`src/shared/bpsl_pkg.sv`:
```
// Constants and types for the bridge parity status block
`default_nettype none
package bpsl_pkg;
    // Register byte offsets
    localparam logic [7:0] ADDR_STATUS   = 8'h00;
    localparam logic [7:0] ADDR_MASK     = 8'h04;
    localparam logic [7:0] ADDR_CONTROL  = 8'h08;
    localparam logic [7:0] ADDR_LAST_EVT = 8'h0C;
    // Status and mask bit positions
    localparam int BIT_PRI_DET  = 0;
    localparam int BIT_SEC_DET  = 1;
    localparam int BIT_PRI_MDPE = 2;
    localparam int BIT_SEC_MDPE = 3;
    localparam int NUM_STATUS   = 4;
    // Control bit positions
    localparam int BIT_PRI_PER  = 0;
    localparam int BIT_SEC_PER  = 1;
    // Reset values
    localparam logic [3:0] STATUS_RESET = 4'h0;
    localparam logic [3:0] MASK_RESET   = 4'h0;
    localparam logic [1:0] CTRL_RESET   = 2'h0;
    // AHB encodings
    localparam logic [1:0] HTRANS_NONSEQ = 2'h2;
    localparam logic [1:0] HTRANS_SEQ    = 2'h3;
    localparam logic       HRESP_OKAY    = 1'b0;

    typedef enum logic [1:0] {
        BPSL_READ       = 2'h0,
        BPSL_POSTED_WR  = 2'h1,
        BPSL_DELAYED_WR = 2'h2
    } bpsl_txn_e;
endpackage : bpsl_pkg
`default_nettype wire

```
`src/core/bpsl_decode.sv`:
```
// Decoder from one parity event to the four status-bit set strobes
`default_nettype none
module bpsl_decode
    import bpsl_pkg::*;
(
    input  wire logic       clk_sys,
    input  wire logic       reset,
    input  wire logic       evt_valid,
    input  wire logic [1:0] evt_type,
    input  wire logic       evt_upstream,
    input  wire logic       evt_on_secondary,
    input  wire logic       evt_perr_sampled,
    input  wire logic       evt_parity_bad,
    input  wire logic       pri_master,
    input  wire logic       sec_master,
    input  wire logic       pri_per_en,
    input  wire logic       sec_per_en,
    output logic [3:0]      set_strobe
);
    // A defined transaction type; any other encoding sets nothing
    wire       known_type = (evt_type == BPSL_READ)
                         || (evt_type == BPSL_POSTED_WR)
                         || (evt_type == BPSL_DELAYED_WR);
    wire       is_read    = (evt_type == BPSL_READ);
    wire       on_pri     = evt_valid && known_type && !evt_on_secondary;
    wire       on_sec     = evt_valid && known_type && evt_on_secondary;
    wire       seen       = evt_perr_sampled || evt_parity_bad;
    // Target-side detection: upstream read or downstream write on primary
    wire       pri_det    = on_pri && evt_parity_bad
                         && (is_read == evt_upstream);            // RL1 RL2
    wire       sec_det    = on_sec && evt_parity_bad
                         && (is_read != evt_upstream);            // RL3 RL4
    wire       pri_mdpe   = on_pri && evt_upstream && pri_master
                         && pri_per_en && seen;          // RL5 RL6 RL7 RL8
    wire       sec_mdpe   = on_sec && !evt_upstream && sec_master
                         && sec_per_en && seen;      // RL9 RL10 RL11 RL12
    logic [3:0] next_set_strobe;

    assign next_set_strobe = {sec_mdpe, pri_mdpe, sec_det, pri_det};

    always_ff @(posedge clk_sys) begin
        if (reset) begin
            set_strobe <= STATUS_RESET;
        end else begin
            set_strobe <= next_set_strobe;
        end
    end
endmodule : bpsl_decode
`default_nettype wire

```
`src/core/bpsl_status.sv`:
```
// Parity status bits, AHB-Lite register slave and interrupt
//
// The register offsets and the AHB-Lite slave port were chosen for this implementation.
`default_nettype none
// What this block does
// (RL1) Primary detected bit sets on primary parity error, enables ignored.
// (RL2) Primary detected: upstream read, downstream posted or delayed write.
// (RL3) Secondary detected bit sets on secondary error, enables ignored.
// (RL4) Secondary detected: downstream read, upstream posted/delayed write.
// (RL5) Primary master parity bit only while mastering the primary bus.
// (RL6) Primary master parity bit needs primary response enable set.
// (RL7) Primary master bit sets on sampled error pin or own detection.
// (RL8) Primary master bit only for upstream cases with primary error.
// (RL9) Secondary master parity bit only while mastering secondary bus.
// (RL10) Secondary master bit needs secondary response enable set.
// (RL11) Secondary master bit sets on sampled error pin or own detection.
// (RL12) Secondary master bit only for downstream cases, secondary error.
// (RL13) Each status bit stays set until software writes one to it.
module bpsl_status
    import bpsl_pkg::*;
(
    input  wire logic        clk_sys,
    input  wire logic        reset,
    // AHB-Lite slave
    input  wire logic        hsel,
    input  wire logic [7:0]  haddr,
    input  wire logic [1:0]  htrans,
    input  wire logic        hwrite,
    input  wire logic [2:0]  hsize,
    input  wire logic        hready,
    input  wire logic [31:0] hwdata,
    output logic [31:0]      hrdata,
    output logic             hreadyout,
    output logic             hresp,
    // Parity event from the bus interfaces
    input  wire logic        evt_valid,
    input  wire logic [1:0]  evt_type,
    input  wire logic        evt_upstream,
    input  wire logic        evt_on_secondary,
    input  wire logic        evt_parity_bad,
    input  wire logic        primary_parity_err_n,
    input  wire logic        secondary_parity_err_n,
    input  wire logic        pri_master,
    input  wire logic        sec_master,
    // Status out
    output logic [3:0]       status,
    output logic             pri_per_en,
    output logic             sec_per_en,
    output logic             irq
);
    logic [3:0]  mask;
    logic [3:0]  set_strobe;
    logic [3:0]  last_evt;
    logic        wr_pend;
    logic [7:0]  wr_addr;

    // Sampled error pin counts only on the bus where the event is seen
    wire perr_sampled = evt_on_secondary ? !secondary_parity_err_n
                                         : !primary_parity_err_n;

    bpsl_decode u_decode (
        .clk_sys          (clk_sys),
        .reset            (reset),
        .evt_valid        (evt_valid),
        .evt_type         (evt_type),
        .evt_upstream     (evt_upstream),
        .evt_on_secondary (evt_on_secondary),
        .evt_perr_sampled (perr_sampled),
        .evt_parity_bad   (evt_parity_bad),
        .pri_master       (pri_master),
        .sec_master       (sec_master),
        .pri_per_en       (pri_per_en),
        .sec_per_en       (sec_per_en),
        .set_strobe       (set_strobe)
    );

    // Address phase decode
    wire        trans_ok  = (htrans == HTRANS_NONSEQ)
                         || (htrans == HTRANS_SEQ);
    wire        addr_take = hsel && hready && trans_ok;
    wire        wr_take   = addr_take && hwrite;
    wire        rd_take   = addr_take && !hwrite;
    wire        wr_status = wr_pend && (wr_addr == ADDR_STATUS);
    wire        wr_mask   = wr_pend && (wr_addr == ADDR_MASK);
    wire        wr_ctrl   = wr_pend && (wr_addr == ADDR_CONTROL);
    // Set wins over the write-one clear in the same cycle
    wire [3:0]  clr_bits  = wr_status ? hwdata[3:0] : 4'h0;
    wire [3:0]  next_status = (status & ~clr_bits) | set_strobe;   // RL13
    wire        next_irq  = |(next_status & mask);

    function automatic logic [31:0] read_mux(input logic [7:0] a,
                                             input logic [3:0] st,
                                             input logic [3:0] mk,
                                             input logic       pe,
                                             input logic       se,
                                             input logic [3:0] le);
        logic [31:0] r;
        r = 32'h0000_0000;
        case (a)
            ADDR_STATUS:   r[3:0] = st;
            ADDR_MASK:     r[3:0] = mk;
            ADDR_CONTROL:  r[1:0] = {se, pe};
            ADDR_LAST_EVT: r[3:0] = le;
            default:       r = 32'h0000_0000;
        endcase
        return r;
    endfunction : read_mux

    // Reads answer on the data phase; zero-wait slave
    wire [31:0] next_hrdata = rd_take
        ? read_mux(haddr, status, mask, pri_per_en, sec_per_en, last_evt)
        : 32'h0000_0000;

    always_ff @(posedge clk_sys) begin
        if (reset) begin
            wr_pend <= 1'b0;
            wr_addr <= 8'h00;
        end else begin
            wr_pend <= wr_take;
            wr_addr <= haddr;
        end
    end

    always_ff @(posedge clk_sys) begin
        if (reset) begin
            hrdata    <= 32'h0000_0000;
            hreadyout <= 1'b1;
            hresp     <= HRESP_OKAY;
        end else begin
            hrdata    <= next_hrdata;
            hreadyout <= 1'b1;
            hresp     <= HRESP_OKAY;
        end
    end

    always_ff @(posedge clk_sys) begin
        if (reset) begin
            status <= STATUS_RESET;
            irq    <= 1'b0;
        end else begin
            status <= next_status;
            irq    <= next_irq;
        end
    end

    always_ff @(posedge clk_sys) begin
        if (reset) begin
            mask <= MASK_RESET;
        end else if (wr_mask) begin
            mask <= hwdata[3:0];
        end
    end

    // Response enables steer the master parity bits
    always_ff @(posedge clk_sys) begin
        if (reset) begin
            {sec_per_en, pri_per_en} <= CTRL_RESET;
        end else if (wr_ctrl) begin
            pri_per_en <= hwdata[BIT_PRI_PER];
            sec_per_en <= hwdata[BIT_SEC_PER];
        end
    end

    // Last nonzero set pattern, for diagnosis
    always_ff @(posedge clk_sys) begin
        if (reset) begin
            last_evt <= STATUS_RESET;
        end else if (|set_strobe) begin
            last_evt <= set_strobe;
        end
    end
endmodule : bpsl_status
`default_nettype wire

```
`config.mk`:
```
export PLATFORM = sky130hd
export DESIGN_NAME = bpsl_status
export DESIGN_NICKNAME = d
export VERILOG_FILES = /design/src/shared/bpsl_pkg.sv /design/src/core/bpsl_decode.sv /design/src/core/bpsl_status.sv
export SDC_FILE = /design/constraint.sdc
export NUM_CORES = 1
export LEC_CHECK = 0
export BUFFER_PORTS_ARGS = -buffer_cell sky130_fd_sc_hd__buf_2
export CAP_MARGIN = 25
export CORE_MARGIN = 2
export CORE_UTILIZATION = 41
export DETAILED_ROUTE_END_ITERATION = 12
export PLACE_DENSITY = 0.79
export SLEW_MARGIN = 20
export SYNTH_ARGS = -nofsm -noshare
export SYNTH_HDL_FRONTEND = slang
export SYNTH_SLANG_ARGS = --single-unit
```
`constraint.sdc`:
```
create_clock -name clk_sys -period 1.7 [get_ports clk_sys]
set_input_delay 0.085 -clock clk_sys [delete_from_list [all_inputs] [get_ports clk_sys]]
set_output_delay 0.085 -clock clk_sys [all_outputs]
set_load 0.005 [all_outputs]
```
# Yosys cells after proc, flatten, opt, wreduce, memory -nomap -nowiden
# Index checks and enable logic that the tools add are counted.
# op_classes
muxes	4
bitwise	5
reduce_logical	37
eq_ne	11
# ops
operator	count
== test 8 x 4 -> 1 bit, second input constant	3
logical AND 1 bit	22
== test 8 x 3 -> 1 bit, second input constant	2
logical NOT 8 bit	2
bitwise AND 4 bit	2
case mux 2 bit (4 select lines)	1
OR reduction 4 bit	2
== test 2 bit, second input constant	3
case mux 2 bit (3 select lines)	1
logical NOT 1 bit	5
logical OR 1 bit	4
two-way mux 4 bit	1
NOT 4 bit	1
OR 4 bit	1
== test 2 x 1 -> 1 bit, second input constant	1
logical NOT 2 bit	1
OR reduction 2 bit	1
== test 1 bit	1
two-way mux 1 bit	1
!= test 1 bit	1
NOT 1 bit	1
# word_totals
output_inout_bits	41
register_bits	60
elab_cells	68
input_bits	60

# Logic depth before layout (Yosys ltp)
# logic_depth
word_depth	9
ltp_mapped	5
ltp_nobuf	4

# Cells and area by module
# Synthesis repeated with hierarchy kept, for this count alone.
# unflattened
cells_unflattened	160
hier_area_um2	1519.0
# by_module_without_submodules
module	seq_area_each_um2	cells_each	instances	area_each_um2
bpsl_status	560.5	144	1	1343.8
bpsl_decode	80.1	16	1	175.2

# Least setup slack after synthesis
# OpenSTA, ideal clock, no wires.
# synth_timing
path_type	reg2reg
start	reg wr_addr[4]
end	reg mask[0]
arrival_ns	1.129
setup_time_ns	0.114
slack_ns	0.457
n_path_buf	1
synth_period_minus_slack_ns	1.243
required_ns	1.586
stages_incl_launch_ff	6
path_cell_list	dfxtp_1 -> nor4b_4 -> and4b_1 -> buf_6 -> mux2i_1 -> nor2_1
# synth_via
elab_chain_len	2
# synth_rtl
element	line	rtl
start, declared	bpsl_status.sv:55	logic [7:0] wr_addr;
start signal, assigned	bpsl_status.sv:120	wr_addr <= haddr;
== test 8 x 3 -> 1 bit	bpsl_status.sv:84	wire wr_mask = wr_pend && (wr_addr == ADDR_MASK);
logical AND 1 bit	bpsl_status.sv:84	
end signal, assigned	bpsl_status.sv:150	mask <= hwdata[3:0];
end, declared	bpsl_status.sv:51	logic [3:0] mask;
# No other way between the ends.
# A chain may end at the register's enable or synchronous reset.

# Worst setup path after layout
# layout_timing
start	reg wr_addr[4]
end	reg mask[1]
# Same word-level chain as after synthesis.

==> results.txt <==
Max clock buf depth = 2
Leakage = 0.752 nW
Initial antenna violation count = 0
Antenna Nets Post-Route = 0
DIE AREA = 4190 um^2
Worst EP required = 1850 ps
Effective utilization at floorplan = 0.419
Setup_tns = 0 ps
Asr flop ratio synth = 0
TritonCTS clock tree = built
Largest net degree at the start of global routing = 26
H-tree levels = 2
Power share of the sequential group = 0.521
First-pass GRT wire length = 4.65 mm
CP Cell Sequence = nor4b_4, and4b_1, mux2i_1, nor2_1
Post-synth top flop = dfxtp_1
Die X-Extent = 64.7 um
CP endpoint kind = register
Seq/Total Area, Yosys = 0.424
Final Wtd Congestion = 0.858
Cts repair resizes = 0
Final net count = 262
Drt pass-1 iters = 4
Dpl ws = 258 ps
Fin crit period = 1430 ps
Final Non-Filler Cells = 250
CORE AREA = 3610 um^2
Clk Latency, worst-skew pair = 280 ps
Avg Cell Area, Syn = 9.33 um^2
Logic pwr share = 0.068
Filler cell count = 366
Drc violations = 0
Max cap viols = 0
Hold crit path type = in2reg
Critical path type = reg2reg
Yosys warning count = 0
Clock root buffer = clkbuf_8
RSZ-0062 raised after global routing = false
Critical path arrival = 1580 ps
CTS Buf Count = 5
Sw Pwr = 318 uW
Final setup margin = 268 ps
Switching share of total power = 0.214
N_diodes = 0
CP max FO = 4
HPWL Detailed = 2.15 mm
Initial DRC count = 51
Core Rows = 22
Int Pwr = 1.17 mW
F_max = 698 MHz
Register area = 641 um^2
Final Hold Fails = 0
GRT Util Overall = 0.149
Count of different cell masters after synthesis = 30
Layout cells sized above 1 = 0.252
Final period util = 0.842
Number of global-route vias before repair = 1046
Cells after synthesis = 162
Postcts setup bufs = 0
Clock power share = 0.411
Pwr Density = 865 nW/um^2
Number of synthesized register bits = 32
GRT overflow = 0
Port bufs = 38
Cell Area, Synth = 1510 um^2
Clock Sinks = 32
Final setup fails = 0
Die Height = 64.7 um
CP startpoint kind = register
Drt wl/cell = 11.1 um
Worst-path clk slew = 60 ps
Cts hold-fix bufs = 0
Vias post-DR = 1162
Multi-input gate area = 709 um^2
Vias per cell = 4.65
Slew Limit Fails = 0
Post-synth EDFFs = 0
Layout Skew = 3.79 ps
Detailed Route WL = 2.79 mm
I/O pins = 101
Slowest Stage Delay on Critical Path = 400 ps
VDD IR-drop max = 0.316 mV
Status = complete, no violations
Area Overhead vs Synth = 13.5%
Cell Count Post-Placement = 243
CP max-delay cell = and4b_1
-- layout by cell type, fill, tap and decap left out, types with 3 or more instances in the layout --
master,count
o21ai_0,9
nor2b_1,14
dfxtp_1,32
clkbuf_8,7
inv_1,5
a31oi_1,4
a311oi_1,4
mux2i_1,7
nor3_1,3
conb_1,30
buf_2,38
nor2_1,25
-- kinds of logic after synthesis --
group | count (synthesis) | synth area share
and+or+nand+nor | 57 | 0.210
buffers and inverters | 38 | 0.176
DFF | 32 | 0.424
AOI/OAI and AO/OA | 21 | 0.0877
muxes | 11 | 0.0911
other | 2 | 0.00497
xor gates and xnor gates | 1 | 0.00580
-- registers in the layout (all words and copies together) (netlist names) --
signal	cells
mask	4
sec_per_en	1
hrdata	4
wr_addr	8
last_evt	4
u_decode.set_strobe	4
status	4
wr_pend	1
pri_per_en	1
irq	1
-- critical path: cells and delay by family (launching register included) --
family | cells | cell delay, ps
muxes | 1 | 220
and+or+nand+nor | 3 | 760
DFF | 1 | 320
-- routing by layer --
| metal | vias up | routed length (um) | track usage |
|---|---|---|---|
| li1 | 576 | - | - |
| met1 | 545 | 1160 | 0.155 |
| met2 | 39 | 1430 | 0.258 |
| met3 | 2 | 189 | 0.0608 |
| met4 | 0 | 6 | 0.0718 |
| met5 | - | 0 | 0 |
-- power by group through the flow --
stage | registers (mW) | clock network, mW | logic (mW)
floorplan | 0.787 | 0 | 0.101
global placement | 0.789 | 0 | 0.0983
detailed placement | 0.789 | 0 | 0.100
CTS | 0.772 | 0.632 | 0.100
global route | 0.774 | 0.670 | 0.116
finish | 0.773 | 0.609 | 0.101
-- synthesized netlist by cell type (all sizes together), types with 2 or more instances --
library cell  count  area [um^2]
buf              32          244
dfxtp            32          641
nor2             25         93.8
nor2b            14         87.6
o21ai             9         45.0
mux2i             7         70.1
inv               5         18.8
a311oi            4         35.0
a31oi             4         25.0
nor3              3         15.0
a22oi             2         15.0
and4b             2         20.0
conb              2         7.51
mux2              2         22.5
mux4              2         45.0
nand2             2         7.51
nand4             2         12.5
nand4b            2         17.5
-- per-stage QoR --
stage / hold WS, ps / instance area [um^2] / util / total power, mW
final: 20.5 / 1720 / 0.476 / 1.48
after global routing: 15.7 / 1720 / 0.476 / 1.56
after CTS: 10.9 / 1720 / 0.476 / 1.50
after detailed placement: 306 / 1620 / 0.449 / 0.889
after global placement: 311 / 1620 / 0.449 / 0.887
after floorplan: 157 / 1620 / - / 0.888
-- cell type report --
cell class / count / area share
Multi-Input combinational cell: 120 / 0.414
Timing Repair Buffer: 38 / 0.111
Sequential cell: 32 / 0.373
Inverter: 5 / 0.0109
Tap cell: 48 / 0.0350
Clock buffer: 7 / 0.0562
-- path summary, 6_finish.rpt --
kind,from,endpoint,slack [ps],depth (start not counted)
worst max-delay path,wr_addr[4],mask[1],270,4
worst min-delay path,hwrite,wr_pend,20,2
worst max register to register,wr_addr[4],mask[1],270,4
worst min register to register,status[3],status[3],520,2
Power figures use the tool's default switching activity.
